[src/pimu_defs.svh]
// constants of the interrupt mask unit: offsets, fields, resets, widths
`ifndef PIMU_DEFS_SVH
`define PIMU_DEFS_SVH

// ---------------------------------------------------------------------
// register indices and byte addresses (byte address = 4 * index)
// ---------------------------------------------------------------------
`define PIMU_IDX_FLAG_A     8'h01
`define PIMU_IDX_FLAG_B     8'h02
`define PIMU_IDX_MASK_A     8'h03
`define PIMU_IDX_MASK_B     8'h04
`define PIMU_IDX_COND       8'h05
`define PIMU_ADDR_W         12
`define PIMU_ADDR_FLAG_A    12'h004
`define PIMU_ADDR_FLAG_B    12'h008
`define PIMU_ADDR_MASK_A    12'h00c
`define PIMU_ADDR_MASK_B    12'h010
`define PIMU_ADDR_COND      12'h014

// ---------------------------------------------------------------------
// field layout and reset values
// ---------------------------------------------------------------------
`define PIMU_SRC_W          6
`define PIMU_RESV_W         2
`define PIMU_MASK_RST       6'h00
`define PIMU_FLAG_RST       6'h00
`define PIMU_COND_TOP       2'h0
`define PIMU_SYNC_W         16
// pin history valid one edge after this count is reached
`define PIMU_WARM_LAST      2'h2
// mask a / flag a bit positions
`define PIMU_BIT_LOW_PROG   5
`define PIMU_BIT_ADAPTER    4
`define PIMU_BIT_BUTTON     3
`define PIMU_BIT_THERMAL    2
`define PIMU_BIT_COIN_ACQ   1
`define PIMU_BIT_NVM_DONE   0
// mask b / flag b bit positions
`define PIMU_BIT_C_FAULT    5
`define PIMU_BIT_B_FAULT    4
`define PIMU_BIT_A_FAULT    3
`define PIMU_BIT_C_LIMIT    2
`define PIMU_BIT_B_LIMIT    1
`define PIMU_BIT_A_LIMIT    0

`endif

[src/pimu_pkg.sv]
// types and shared decode function of the interrupt mask unit
package pimu_pkg;
  // apb slave state: one wait cycle, then ready
  typedef enum logic [0:0] {
    PIMU_ST_IDLE = 1'b0,
    PIMU_ST_RESP = 1'b1
  } pimu_apb_state_type;

  typedef logic [5:0]  pimu_src_type;
  typedef logic [11:0] pimu_addr_type;
  typedef logic [31:0] pimu_data_type;

  // word-address match used by every register decode
  function automatic logic pimu_hit(input pimu_addr_type a,
                                    input pimu_addr_type reg_addr);
    pimu_hit = (a[11:2] == reg_addr[11:2]);
  endfunction
endpackage

[src/pimu_flag_if.sv]
// carrier between the top and a sticky flag bank
`timescale 1ns/1ns
interface pimu_flag_if;
  logic [5:0] set;    // per-bit set request, held while a level source lasts
  logic       clr;    // clear all bits, one cycle
  logic [5:0] flags;  // sticky flag state
  modport bank (input set, input clr, output flags);
  modport ctrl (output set, output clr, input flags);
endinterface

[src/pimu_flag_bank.sv]
// six sticky interrupt flags, set wins over clear
`timescale 1ns/1ns
`include "pimu_defs.svh"
module pimu_flag_bank (
  input  wire logic pclk,
  input  wire logic presetn,
  pimu_flag_if.bank fi
);
  import pimu_pkg::*;
  genvar g;

  // ---------------------------------------------------------------
  // one flop per flag; a source event in the clearing cycle survives
  // ---------------------------------------------------------------
  generate
    for (g = 0; g < `PIMU_SRC_W; g = g + 1) begin : g_flag
      logic flag_nxt;
      assign flag_nxt = fi.set[g] | (fi.flags[g] & ~fi.clr);
      always_ff @(posedge pclk or negedge presetn) begin
        if (!presetn) begin
          fi.flags[g] <= 1'b0;
        end else begin
          fi.flags[g] <= flag_nxt;
        end
      end
    end
  endgenerate
endmodule

[src/pimu_sync.sv]
// two flip-flop synchroniser for pin-level source inputs
`timescale 1ns/1ns
`include "pimu_defs.svh"
module pimu_sync (
  input  wire logic                    pclk,
  input  wire logic                    presetn,
  input  wire logic [`PIMU_SYNC_W-1:0] async_in,
  output logic      [`PIMU_SYNC_W-1:0] sync_out
);
  import pimu_pkg::*;
  // first stage, read only by the second stage
  logic [`PIMU_SYNC_W-1:0] meta_r;

  // ---------------------------------------------------------------
  // two stages; reset to zero so no level source shows a false event before data
  // ---------------------------------------------------------------
  always_ff @(posedge pclk or negedge presetn) begin
    if (!presetn) begin
      meta_r   <= '0;
      sync_out <= '0;
    end else begin
      meta_r   <= async_in;
      sync_out <= meta_r;
    end
  end
endmodule

[src/pimu_top.sv]
// interrupt mask unit: apb registers, source flags, interrupt pin
`timescale 1ns/1ns
`include "pimu_defs.svh"
module pimu_top (
  // clock and reset
  input  wire logic             pclk,
  input  wire logic             presetn,
  // apb slave
  // answer comes one cycle into access
  input  wire logic             psel,
  input  wire logic             penable,
  input  wire logic             pwrite,
  input  wire pimu_pkg::pimu_addr_type paddr,
  input  wire pimu_pkg::pimu_data_type pwdata,
  output pimu_pkg::pimu_data_type      prdata,
  output logic                  pready,
  output logic                  pslverr,
  // interrupt toward the host, active low
  output logic                  irq_out_n,
  // pin and monitor inputs, asynchronous to pclk
  // pins read active low in the condition word
  input  wire logic             adapter_detect_in,
  input  wire logic             push_button_in,
  // monitor levels, high is active
  input  wire logic             low_prog_volt_src,
  input  wire logic             thermal_warn_src,
  input  wire logic             coin_acq_done_src,
  input  wire logic             nvm_prog_done_src,
  // load switch monitors
  input  wire logic             switch_a_fault_src,
  input  wire logic             switch_b_fault_src,
  input  wire logic             switch_c_fault_src,
  input  wire logic             switch_a_limit_src,
  input  wire logic             switch_b_limit_src,
  input  wire logic             switch_c_limit_src,
  // live fields for the condition word
  input  wire logic [1:0]       pmic_state_in,
  input  wire logic [1:0]       coin_charge_in
);
  import pimu_pkg::*;

  // ---------------------------------------------------------------
  // declarations
  // ---------------------------------------------------------------
  // input capture
  logic [`PIMU_SYNC_W-1:0] raw_in;        // all outside inputs
  logic [`PIMU_SYNC_W-1:0] syn;           // synchronised copy
  logic                    adapter_s;     // adapter pin, synced
  logic                    button_s;      // button pin, synced
  // pin change detection
  logic [1:0]              warm_r;        // edges since reset
  logic [1:0]              warm_nxt;
  logic                    adapter_d_r;   // last adapter level
  logic                    button_d_r;    // last button level
  logic                    edge_seen_r;   // history valid
  logic                    adapter_chg;   // adapter level change
  logic                    button_chg;    // button level change
  // flag and mask state
  pimu_src_type            set_a;         // flag a set vector
  pimu_src_type            set_b;         // flag b set vector
  pimu_src_type            mask_a_r;      // source_mask_a
  pimu_src_type            mask_a_nxt;
  pimu_src_type            mask_b_r;      // source_mask_b
  pimu_src_type            mask_b_nxt;
  pimu_src_type            live_a;        // unmasked pending a
  pimu_src_type            live_b;        // unmasked pending b
  logic                    irq_nxt;       // next pin level
  logic [5:0]              cond_live;     // live condition bits
  // apb control
  pimu_apb_state_type      st_r;          // apb state
  pimu_apb_state_type      st_nxt;
  logic                    acc;           // access phase seen
  logic                    done;          // completing edge
  // register decode
  logic                    hit_fa;        // flag a decode
  logic                    hit_fb;        // flag b decode
  logic                    hit_ma;        // mask a decode
  logic                    hit_mb;        // mask b decode
  logic                    hit_cond;      // condition decode
  logic                    hit_any;       // mapped address
  logic                    wr_ma;         // write mask a
  logic                    wr_mb;         // write mask b
  logic                    rd_fa;         // read flag a
  logic                    rd_fb;         // read flag b
  // read path and response
  pimu_data_type           rd_mux;        // read data select
  logic                    ready_nxt;
  logic                    err_nxt;

  // flag bank carriers
  pimu_flag_if fa_if ();
  pimu_flag_if fb_if ();

  // ---------------------------------------------------------------
  // input synchronisation
  // ---------------------------------------------------------------
  // every pin and monitor bit crosses two flops before use
  // bit order: pins, flag a, flag b, fields
  assign raw_in = {coin_charge_in, pmic_state_in,
                   switch_c_fault_src, switch_b_fault_src,
                   switch_a_fault_src, switch_c_limit_src,
                   switch_b_limit_src, switch_a_limit_src,
                   low_prog_volt_src, thermal_warn_src,
                   coin_acq_done_src, nvm_prog_done_src,
                   push_button_in, adapter_detect_in};

  // one synchroniser for all inputs
  pimu_sync u_sync (
    .pclk     (pclk),
    .presetn  (presetn),
    .async_in (raw_in),
    .sync_out (syn)
  );

  // pins sit in the two lowest bits
  assign adapter_s = syn[0];
  assign button_s  = syn[1];

  // ---------------------------------------------------------------
  // change detection for the two pins
  // ---------------------------------------------------------------
  // the synchroniser leaves reset at zero, so a pin idling high
  // would look like a change; compare only once real levels fill
  // both stages and the history, three edges after release
  assign warm_nxt = (warm_r == `PIMU_WARM_LAST) ? warm_r
                                                : warm_r + 2'h1;
  always_ff @(posedge pclk or negedge presetn) begin
    if (!presetn) begin
      // empty history, no compare yet
      adapter_d_r <= 1'b0;
      button_d_r  <= 1'b0;
      warm_r      <= 2'h0;
      edge_seen_r <= 1'b0;
    end else begin
      // last synced level of each pin
      adapter_d_r <= adapter_s;
      button_d_r  <= button_s;
      warm_r      <= warm_nxt;
      edge_seen_r <= edge_seen_r | (warm_r == `PIMU_WARM_LAST);
    end
  end

  // either direction counts as a change
  assign adapter_chg = edge_seen_r & (adapter_s ^ adapter_d_r);
  assign button_chg  = edge_seen_r & (button_s ^ button_d_r);

  // ---------------------------------------------------------------
  // flag set vectors
  // ---------------------------------------------------------------
  // sources are recorded whatever the masks hold
  // level sources keep setting their flag while the condition lasts
  always_comb begin
    // no set request unless a source fires
    set_a = '0;
    set_a[`PIMU_BIT_LOW_PROG] = syn[5];
    // pins record changes, not levels
    set_a[`PIMU_BIT_ADAPTER]  = adapter_chg;
    set_a[`PIMU_BIT_BUTTON]   = button_chg;
    set_a[`PIMU_BIT_THERMAL]  = syn[4];
    set_a[`PIMU_BIT_COIN_ACQ] = syn[3];
    set_a[`PIMU_BIT_NVM_DONE] = syn[2];
  end

  always_comb begin
    // no set request unless a source fires
    set_b = '0;
    // faults high half, limits low half
    set_b[`PIMU_BIT_C_FAULT] = syn[11];
    set_b[`PIMU_BIT_B_FAULT] = syn[10];
    set_b[`PIMU_BIT_A_FAULT] = syn[9];
    set_b[`PIMU_BIT_C_LIMIT] = syn[8];
    set_b[`PIMU_BIT_B_LIMIT] = syn[7];
    set_b[`PIMU_BIT_A_LIMIT] = syn[6];
  end

  // live condition: adapter and button read active when pin is low
  // passed through live, never stored
  assign cond_live = {~adapter_s, ~button_s,
                      syn[13:12], syn[15:14]};

  // ---------------------------------------------------------------
  // flag banks; a read of a flag register clears it
  // ---------------------------------------------------------------
  // a completing flag read clears its whole bank
  assign fa_if.set = set_a;
  assign fa_if.clr = rd_fa;
  assign fb_if.set = set_b;
  assign fb_if.clr = rd_fb;

  // bank a: general sources
  pimu_flag_bank u_flag_a (
    .pclk    (pclk),
    .presetn (presetn),
    .fi      (fa_if)
  );

  // bank b: load switch sources
  pimu_flag_bank u_flag_b (
    .pclk    (pclk),
    .presetn (presetn),
    .fi      (fb_if)
  );

  // ---------------------------------------------------------------
  // apb decode
  // ---------------------------------------------------------------
  // word match on bits 11:2 only
  assign hit_fa   = pimu_hit(paddr, `PIMU_ADDR_FLAG_A);
  assign hit_fb   = pimu_hit(paddr, `PIMU_ADDR_FLAG_B);
  assign hit_ma   = pimu_hit(paddr, `PIMU_ADDR_MASK_A);
  assign hit_mb   = pimu_hit(paddr, `PIMU_ADDR_MASK_B);
  assign hit_cond = pimu_hit(paddr, `PIMU_ADDR_COND);
  // any of the five words
  assign hit_any  = hit_fa | hit_fb | hit_ma | hit_mb | hit_cond;

  // access phase, and the edge at which it completes
  assign acc  = psel & penable;
  assign done = acc & (st_r == PIMU_ST_RESP);

  // only completing transfers act on state
  // writes to flag or condition words do nothing
  assign wr_ma = done & pwrite & hit_ma;
  assign wr_mb = done & pwrite & hit_mb;
  assign rd_fa = done & ~pwrite & hit_fa;
  assign rd_fb = done & ~pwrite & hit_fb;

  // ---------------------------------------------------------------
  // apb state: one wait cycle keeps all outputs registered
  // ---------------------------------------------------------------
  always_comb begin
    // stay unless a branch moves on
    st_nxt = st_r;
    unique case (st_r)
      PIMU_ST_IDLE: begin
        // a lone setup cycle waits here
        // access phase seen: answer on the next edge
        if (acc) begin
          st_nxt = PIMU_ST_RESP;
        end
      end
      PIMU_ST_RESP: begin
        // the answer lasts one cycle
        st_nxt = PIMU_ST_IDLE;
      end
    endcase
  end

  // ready rises for exactly the completing cycle
  assign ready_nxt = (st_nxt == PIMU_ST_RESP);
  // unmapped words answer with an error
  assign err_nxt   = ready_nxt & ~hit_any;

  // pready and pslverr rise together
  always_ff @(posedge pclk or negedge presetn) begin
    if (!presetn) begin
      // idle, no answer showing
      st_r    <= PIMU_ST_IDLE;
      pready  <= 1'b0;
      pslverr <= 1'b0;
    end else begin
      // answer flops follow the next state
      st_r    <= st_nxt;
      pready  <= ready_nxt;
      pslverr <= err_nxt;
    end
  end

  // ---------------------------------------------------------------
  // mask registers; only the six low bits are stored
  // ---------------------------------------------------------------
  // reserved bits 7-6 have no storage, so writes vanish
  // reserved bits set in a write still store the six
  assign mask_a_nxt = wr_ma ? pwdata[`PIMU_SRC_W-1:0] : mask_a_r;
  assign mask_b_nxt = wr_mb ? pwdata[`PIMU_SRC_W-1:0] : mask_b_r;

  always_ff @(posedge pclk or negedge presetn) begin
    if (!presetn) begin
      // every source starts unmasked
      mask_a_r <= `PIMU_MASK_RST;
      mask_b_r <= `PIMU_MASK_RST;
    end else begin
      // hold unless a completing write
      mask_a_r <= mask_a_nxt;
      mask_b_r <= mask_b_nxt;
    end
  end

  // ---------------------------------------------------------------
  // read data select
  // ---------------------------------------------------------------
  // data is sampled at the edge that ends the request's wait cycle; flag
  // reads return the value seen then and clear at completion, so a
  // flag set in between is cleared unread unless its set request still holds at completion
  always_comb begin
    // unused bits and unmapped words read zero
    rd_mux = '0;
    if (hit_fa) begin
      // general flags
      rd_mux[`PIMU_SRC_W-1:0] = fa_if.flags;
    end else if (hit_fb) begin
      // load switch flags
      rd_mux[`PIMU_SRC_W-1:0] = fb_if.flags;
    end else if (hit_ma) begin
      // mask a, six stored bits
      rd_mux[`PIMU_SRC_W-1:0] = mask_a_r;
    end else if (hit_mb) begin
      // mask b, six stored bits
      rd_mux[`PIMU_SRC_W-1:0] = mask_b_r;
    end else if (hit_cond) begin
      // two fixed zeros over live fields
      rd_mux[7:0] = {`PIMU_COND_TOP, cond_live};
    end
  end

  always_ff @(posedge pclk or negedge presetn) begin
    if (!presetn) begin
      // no stale data after reset
      prdata <= '0;
    end else if (acc & ~pwrite & (st_r == PIMU_ST_IDLE)) begin
      // loaded once per read; writes leave it alone
      prdata <= rd_mux;
    end
  end

  // ---------------------------------------------------------------
  // interrupt pin
  // ---------------------------------------------------------------
  // a set mask bit hides its flag from the pin, nothing more
  // one unmasked pending flag pulls the line
  assign live_a  = fa_if.flags & ~mask_a_r;
  assign live_b  = fb_if.flags & ~mask_b_r;
  assign irq_nxt = ~(|live_a | |live_b);

  // registered so the pin never glitches on decode changes; this
  // costs one cycle of latency after a flag or mask change
  always_ff @(posedge pclk or negedge presetn) begin
    if (!presetn) begin
      // line released
      irq_out_n <= 1'b1;
    end else begin
      // low while any unmasked flag pends
      irq_out_n <= irq_nxt;
    end
  end
endmodule

[config.mk]
export PLATFORM = sky130hd
export DESIGN_NAME = pimu_top
export DESIGN_NICKNAME = d
export VERILOG_FILES = /design/src/pimu_pkg.sv /design/src/pimu_flag_if.sv /design/src/pimu_flag_bank.sv /design/src/pimu_sync.sv /design/src/pimu_top.sv
export VERILOG_INCLUDE_DIRS = /design/src
export SDC_FILE = /design/constraint.sdc
export NUM_CORES = 1
export LEC_CHECK = 0
export CELL_PAD_IN_SITES_DETAIL_PLACEMENT = 1
export CELL_PAD_IN_SITES_GLOBAL_PLACEMENT = 1
export CORE_MARGIN = 8
export CORE_UTILIZATION = 51
export CTS_CLUSTER_DIAMETER = 60
export DETAILED_ROUTE_END_ITERATION = 10
export DONT_BUFFER_PORTS = 1
export PLACE_DENSITY = 0.92
export SLEW_MARGIN = 5
export SYNTH_ARGS = -nofsm -noshare
export SYNTH_HDL_FRONTEND = slang
export SYNTH_HIERARCHICAL = 1
export SYNTH_SLANG_ARGS = --single-unit
[constraint.sdc]
create_clock -name pclk -period 2.7 [get_ports pclk]
set_input_delay 0.27 -clock pclk [delete_from_list [all_inputs] [get_ports pclk]]
set_output_delay 0.27 -clock pclk [all_outputs]
set_load 0.02 [all_outputs]
; ---- Word level (Yosys, flattened, before mapping)
; Index checks and enable logic that the tools add are counted.
[word_totals]
regBits = 72
inputBits = 65
out_inout_bits = 35
[classes]
add_sub_neg = 1
eq_ne = 6
n_mux = 9
bitwise = 57
n_reduce_logical = 2
[ops]
columns = cell, n
row1 = 6-bit two-way mux, 5
row2 = 1-bit bitwise AND, 25
row3 = 10-bit by 2-bit == test with 1-bit output (second input constant), 2
row4 = 10-bit by 3-bit == test with 1-bit output (second input constant), 2
row5 = 1-bit OR, 18
row6 = 6-bit bitwise AND, 2
row7 = 6-bit NOT, 2
row8 = 6-bit OR reduction, 2
row9 = 10-bit by 1-bit == test with 1-bit output (second input constant), 1
row10 = 1-bit NOT, 8
row11 = 2-bit two-way mux, 2
row12 = 2-bit by 1-bit adder with 2-bit output (second input constant), 1
row13 = 2-bit == test (second input constant), 1
row14 = 1-bit one-hot mux with 2 select lines, 1
row15 = 1-bit XOR, 2
row16 = 1-bit two-way mux, 1

; ---- Longest topological paths before layout
; Gate-level depths: netlist of run 1.
[logic_depth]
word_depth = 7
depth_mapped = 6

; ---- By module
; Netlist of run 1, hierarchy kept.
[by_module_without_submodules]
columns = module, n_inst, cells_each, area_per_inst_um2, seq_area_each_um2
row1 = pimu_top, 1, 169, 1622.8, 651.9
row2 = pimu_sync, 1, 32, 800.8, 800.8
row3 = pimu_flag_bank, 2, 13, 198.9, 150.1

; ---- Least setup slack after synthesis of run 1
; No wires, ideal clock.
[synth_timing]
kind = register to register
start = register st_r
end = register mask_a_r[0]
setup_ns = 0.125
arrival_ns = 1.534
required_time_ns = 2.575
setup_slack_ns = 1.041
path_stages_with_launch = 6
period_less_slack_ns = 1.659
cell_sequence = dfrtp_1 -> and3_1 -> nand4_1 -> and4bb_2 -> buf_6 -> mux2_2
[synth_via]
elab_chain_len = 3
[synth_rtl]
columns = item, line_no
row1 = start: declaration, pimu_top.sv:70  ; pimu_apb_state_type st_r;
row2 = start signal: assignment, pimu_top.sv:262  ; st_r <= st_nxt;
row3 = 1-bit bitwise AND, pimu_top.sv:218  ; assign done = acc & (st_r == PIMU_ST_RESP);
row4 = 1-bit bitwise AND (2 in series), pimu_top.sv:222  ; assign wr_ma = done & pwrite & hit_ma;
row5 = end signal: assignment, pimu_top.sv:279  ; mask_a_r <= `PIMU_MASK_RST;
row6 = end signal: assignment, pimu_top.sv:283  ; mask_a_r <= mask_a_nxt;
row7 = end: declaration, pimu_top.sv:61  ; pimu_src_type mask_a_r;
; Every way passes these cells.
; A chain may end at the register's enable or synchronous reset.

; ---- Worst setup path in the final report of run 1
[layout_timing]
start = register st_r
end = register mask_a_r[4]
; The elaborated chain is that of the path after synthesis.

==> results_dict.tcl, run 1 <==
set metrics [dict create \
    status "finished, final reports clean" \
    r2r-end "mask_a_r[4]" \
    io-pin-count 100 \
    crit_path_start_kind "flop" \
    core_area_um2 5440 \
    cts_hold_buf 18 \
    clk_pin_slew_worst_paths_ns 0.07 \
    gr-total-overflow 0 \
    ff2ff_path_depth 4 \
    reg2reg_from "st_r" \
    clock-sinks 70 \
    leakage_nw 1.46 \
    seq_area_um2 1750 \
    vias 1702 \
    grt_antenna_before_repair 0 \
    drive_above_1_share_pct 14.2 \
    area_growth_pct 13.1 \
    ys_seq_elements 70 \
    cts_max_path_buffers 2 \
    rows 27 \
    ir_drop_uv 504 \
    fillers 546 \
    ys_types 38 \
    dr_wl_met3_um 456 \
    required_ns 2.92 \
    reg2reg_slack_ns 0.88 \
    finClkSkew_ns 0.00893 \
    root_buffer "clkbuf_8" \
    cts.htree.levels 3 \
    timing.hold.ws_ns 0.0850 \
    total_power_w 0.00210 \
    post_cts_resized 0 \
    period_needed_ns 1.82 \
    min_to "mask_b_r[2]" \
    port_buffers 0 \
    drt_drc_violations_left 0 \
    cts_setup_buffers 0 \
    die_x_um 90.4 \
    viasPerCell 5.22 \
    power.density_nw_per_um2 660 \
    wl_met1_um 2370 \
    pre_cts_slack_ns 0.844 \
    critPathArrivalTime_ns 2.03 \
    crit_type "reg2reg" \
    start_util_pct 51.9 \
    critPathMaxFanout 6 \
    nNetsFinal 315 \
    final_cell_mix "69 x dfrtp_1, 26 x conb_1, 17 x dlygate4sd3_1, 16 x o21ai_0, 14 x inv_1" \
    wirelength_um 6110 \
    cap_violations 0 \
    final_area_um2 3190 \
    rsz0062_at_grt "no" \
    min_from "pwdata[2]" \
    netlist_area_um2 2820 \
    multiInputGateArea_um2 875 \
    hold_viol 0 \
    gr-usage-all-layers_pct 15.9 \
    holdCritPathClass "in2reg" \
    n_antenna_cell 0 \
    drt_iter0_markers 67 \
    dp_hpwl_um 4350 \
    grt_pass1_vias 2004 \
    die_h_um 90.4 \
    cts_tree "yes" \
    synth_area_per_cell_um2 12.4 \
    final_common_cell "dfrtp_1" \
    grt_max_degree 71 \
    setup_slack_ns 0.880 \
    max_freq_mhz 550 \
    grt_pass1_wl_um 10200 \
    antenna_left 0 \
    synthCells 227 \
    cts_buffers 9 \
    tns_ns 0 \
    drt-pass1-iter-count 4 \
    finalSetupViolations 0 \
    insertion_delay_ns 0.33 \
    yosysSeqAreaShare_pct 62.1 \
    wl_met2_um 3250 \
    top_layer_used "met4" \
    place_area_um2 2780 \
    synth_warnings 6 \
    dieArea_um2 8170 \
    routedWlPerCell_um 18.7 \
    whs_path_depth 1 \
    gp_congestion 0.866 \
    period_share_pct 67.4 \
    finalMaxSlewViolations 0 \
    end_kind "flop" \
]
[power by group]
group / internal (W) / total, W / switching, W
combinational: 0.0000397 / 0.000115 / 0.0000754
sequential: 0.00108 / 0.00109 / 0.0000140
clock: 0.000520 / 0.000900 / 0.000380
total: 0.00164 / 0.00210 / 0.000469
[final cells by class]
class / instances / area share [%]
clock buffer: 10 / 4.00
sequential: 70 / 54.9
timing repair buffer: 18 / 6.20
tap: 72 / 2.82
multi-input combinational: 134 / 27.4
clock inverter: 6 / 2.75
inverter: 16 / 1.88
[through the flow]
step	cells	util (%)
5_1_grt	326	58.7
4_1_cts	326	58.7
3_5_place_dp	292	51.1
2_1_floorplan	252	-
3_3_place_gp	292	51.1
6_report	326	58.7
[kinds of logic after synthesis]
| logic type | synth area share (%) |
|---|---|
| other | 0.133 |
| adder cells (fa/ha/maj) | 0.443 |
| XOR/XNOR | 0.931 |
| multiplexers | 7.63 |
| flip-flops | 62.1 |
| AO/OA/AOI/OAI | 10.1 |
| AND/OR/NAND/NOR | 8.43 |
| buffers and inverters | 10.2 |
[synthesized netlist by cell type (all sizes together)]
cell    instances  area share (%)
and4bb          1            0.44
a21oi           2            0.35
dfstp           1            0.93
buf            28             7.5
or4b            1            0.35
mux2           12             4.8
clkbuf          4            0.58
mux2i           8             2.8
xor2            2            0.62
nor4            1            0.75
a31oi           2            0.44
or3             1            0.22
nand4           1            0.22
nand3b          1            0.27
nor3            4             1.1
or4             1            0.27
o22ai           5             1.1
a21o           12             3.2
o21ai          16             2.8
xnor2           1            0.31
nand2           5            0.67
or2             1            0.22
dfrtp          69              61
nor2b           3            0.67
conb            1            0.13
ha              1            0.44
a221oi          7             2.2
and2            2            0.44
and3            2            0.44
nor2           13             1.7
nand3           1            0.18
inv            16             2.1
nand2b          2            0.44
[state kept, by name, summed over array words and instances (netlist names), 2 cells and up]
register           count
mask_b_r               6
prdata                 6
u_sync/meta_r         16
u_flag_a/fi.flags      6
warm_r                 2
u_sync/sync_out       16
mask_a_r               6
u_flag_b/fi.flags      6
[worst max-delay path, cell delays in order, from the launching register on]
cell	delay, ns
dfrtp_1	0.48
and3_1	0.21
nand4_1	0.17
and4bb_2	0.49
mux2_2	0.36
[worst max-delay path by stage]
stage          from           to  slack (ns)  depth (start not counted)
6_report       st_r  mask_a_r[4]        0.88                          4
5_1_grt        st_r  mask_a_r[0]        0.78                          4
4_1_cts        st_r  mask_a_r[4]        0.85                          4
3_5_place_dp   st_r  mask_a_r[4]        0.84                          4
3_3_place_gp   st_r  mask_a_r[1]        0.89                          4
2_1_floorplan  st_r  mask_a_r[0]        1.04                          5
[layer usage]
metal	up-vias	track usage [%]
li1	764	-
met1	871	16.9
met2	60	27.1
met3	7	7.56
met4	0	5.41
met5	-	0
Power figures use the tool's default switching activity.
==> run 2: changes to the inputs <==
--- a/config.mk
+++ b/config.mk
@@ -9,11 +9,11 @@
 export CELL_PAD_IN_SITES_DETAIL_PLACEMENT = 1
 export CELL_PAD_IN_SITES_GLOBAL_PLACEMENT = 1
 export CORE_MARGIN = 8
-export CORE_UTILIZATION = 51
+export CORE_UTILIZATION = 48
 export CTS_CLUSTER_DIAMETER = 60
 export DETAILED_ROUTE_END_ITERATION = 10
 export DONT_BUFFER_PORTS = 1
-export PLACE_DENSITY = 0.92
+export PLACE_DENSITY = 0.88
 export SLEW_MARGIN = 5
 export SYNTH_ARGS = -nofsm -noshare
 export SYNTH_HDL_FRONTEND = slang
==> constraint.sdc (replaced) <==
create_clock -name pclk -period 1.8 [get_ports pclk]
set_input_delay 0.18 -clock pclk [delete_from_list [all_inputs] [get_ports pclk]]
set_output_delay 0.18 -clock pclk [all_outputs]
set_load 0.02 [all_outputs]
==> run 2 against run 1 <==
  * The run now ends with hold timing left
  * Non-clock buffer count is 7 higher
  * Clock power is 32% higher
  * Worst hold slack worse by 0.55 ns
  * Via count is 0.12% higher
  * Critical path type unchanged
  * First-iteration DRC count is 63% higher
  * Routed wire length is 0.69% higher
  * Largest power group unchanged
  * Count of clock-buffer cells in the layout stayed put
  * Critical endpoint is now mask_a_r[1]
  * Design area is 0.71% higher
  * Register-to-register slack worse by 0.76 ns
==> results_dict.tcl, run 2 (synthesis results as in run 1) <==
set metrics [dict create \
    hold_viol 70 \
    rsz0062_at_grt "no" \
    max_freq_mhz 595 \
    status "finished, violations left" \
    n_antenna_cell 0 \
    tns_ns 0 \
    insertion_delay_ns 0.33 \
    critPathMaxFanout 6 \
    total_power_w 0.00298 \
    critPathArrivalTime_ns 1.89 \
    pre_cts_slack_ns 0.0941 \
    final_cell_mix "69 x dfrtp_1, 26 x conb_1, 23 x dlygate4sd3_1, 16 x o21ai_0, 14 x inv_1" \
    grt_max_degree 71 \
    period_needed_ns 1.68 \
    period_share_pct 93.3 \
    gr-total-overflow 0 \
    clock-sinks 70 \
    dp_hpwl_um 4290 \
    drt_drc_violations_left 0 \
    area_growth_pct 13.9 \
    end_kind "flop" \
    core_area_um2 5820 \
    cts.htree.levels 3 \
    root_buffer "clkbuf_8" \
    cts_hold_buf 23 \
    setup.worst_path.start "st_r" \
    fillers 617 \
    failed_checks "hold timing" \
    drt_iter0_markers 109 \
    reg2reg_from "st_r" \
    reg2reg_slack_ns 0.12 \
    timing.hold.ws_ns -0.465 \
    routedWlPerCell_um 18.4 \
    drive_above_1_share_pct 13.9 \
    dp_cells 297 \
    crit_slowest_cell "and4bb_2" \
    post_cts_resized 0 \
    crit_chain "and3_1, nand4_1, and4bb_2, mux2_2" \
    start_util_pct 48.5 \
    cts_buffers 9 \
    clk_pin_slew_worst_paths_ns 0.07 \
    power.density_nw_per_um2 928 \
    cts_setup_buffers 0 \
    finalSetupViolations 0 \
    nNetsFinal 322 \
    multiInputGateArea_um2 875 \
    grt_pass1_wl_um 10300 \
    leakage_nw 1.47 \
    die_x_um 92.7 \
    endpoint "mask_a_r[1]" \
    stdcell_count 334 \
    dieArea_um2 8590 \
    cts_tree "yes" \
    crit_type "reg2reg" \
    seq_area_um2 1750 \
    vias 1704 \
    holdCritPathClass "in2async" \
    grt_pass1_vias 2057 \
    reg_top3 "u_sync/meta_r (16), u_sync/sync_out (16)" \
    finClkSkew_ns 0.00763 \
    r2r-end "mask_a_r[1]" \
    grt_antenna_before_repair 0 \
    slowest_delay_ns 0.48 \
    io-pin-count 100 \
    finalMaxSlewViolations 0 \
    gp_congestion 0.849 \
    ir_drop_uv 812 \
    port_buffers 0 \
    wirelength_um 6150 \
    ff2ff_path_depth 4 \
    antenna_left 0 \
    gr-usage-all-layers_pct 15.5 \
    crit_path_start_kind "flop" \
    final_common_cell "dfrtp_1" \
    rows 28 \
    setup_slack_ns 0.120 \
    cap_violations 0 \
    die_h_um 92.7 \
    required_ns 2.01 \
    viasPerCell 5.10 \
    cts_max_path_buffers 2 \
    drt-pass1-iter-count 4 \
]
## run 2: how the worst min path moves through the flow
stage | startpoint | to | slack [ns]
2_1_floorplan | presetn | adapter_d_r | -0.12
3_3_place_gp | presetn | u_sync/meta_r[6] | -0.11
3_5_place_dp | presetn | u_sync/meta_r[8] | -0.11
4_1_cts | presetn | u_sync/meta_r[8] | -0.48
5_1_grt | presetn | u_sync/meta_r[8] | -0.49
6_report | presetn | u_sync/meta_r[9] | -0.46
## run 2: where the power goes
group	switching (W)	internal (W)	total, W
Combinational	0.0000906	0.0000651	0.000156
Clock	0.000534	0.000659	0.00119
Sequential	0.0000185	0.00161	0.00163
Total	0.000643	0.00234	0.00298
## run 2: area by class of cell
class                   instances  share of cell area (%)
flip-flops and latches         70                    54.6
multi-input cells             134                    27.2
repair buffers                 25                    7.63
clock buffers                  10                    4.28
well taps                      75                    2.92
inverters                      16                    1.87
clock inverters                 4                    1.52
## run 2: worst max-delay path: cells and delay by family, from the launching register on
family	cells	cell delay, ns
AND/OR/NAND/NOR	3	0.83
flip-flops	1	0.37
multiplexers	1	0.37
## run 2: routing by layer
metal	wire [µm]	vias up	part of all wire, %	global-route usage [%]
li1	-	777	-	-
met4	104	0	1.7	5.10
met3	478	14	7.8	6.80
met5	0	-	0	0
met1	2430	851	39	16.7
met2	3140	62	51	26.8
## run 2: per-stage QoR
| stage | instance area, µm² | utilization [%] |
|---|---|---|
| floorplan | 2920 | - |
| global placement | 2800 | 48.1 |
| detailed placement | 2800 | 48.1 |
| CTS | 3210 | 55.2 |
| global route | 3210 | 55.2 |
| finish | 3210 | 55.2 |
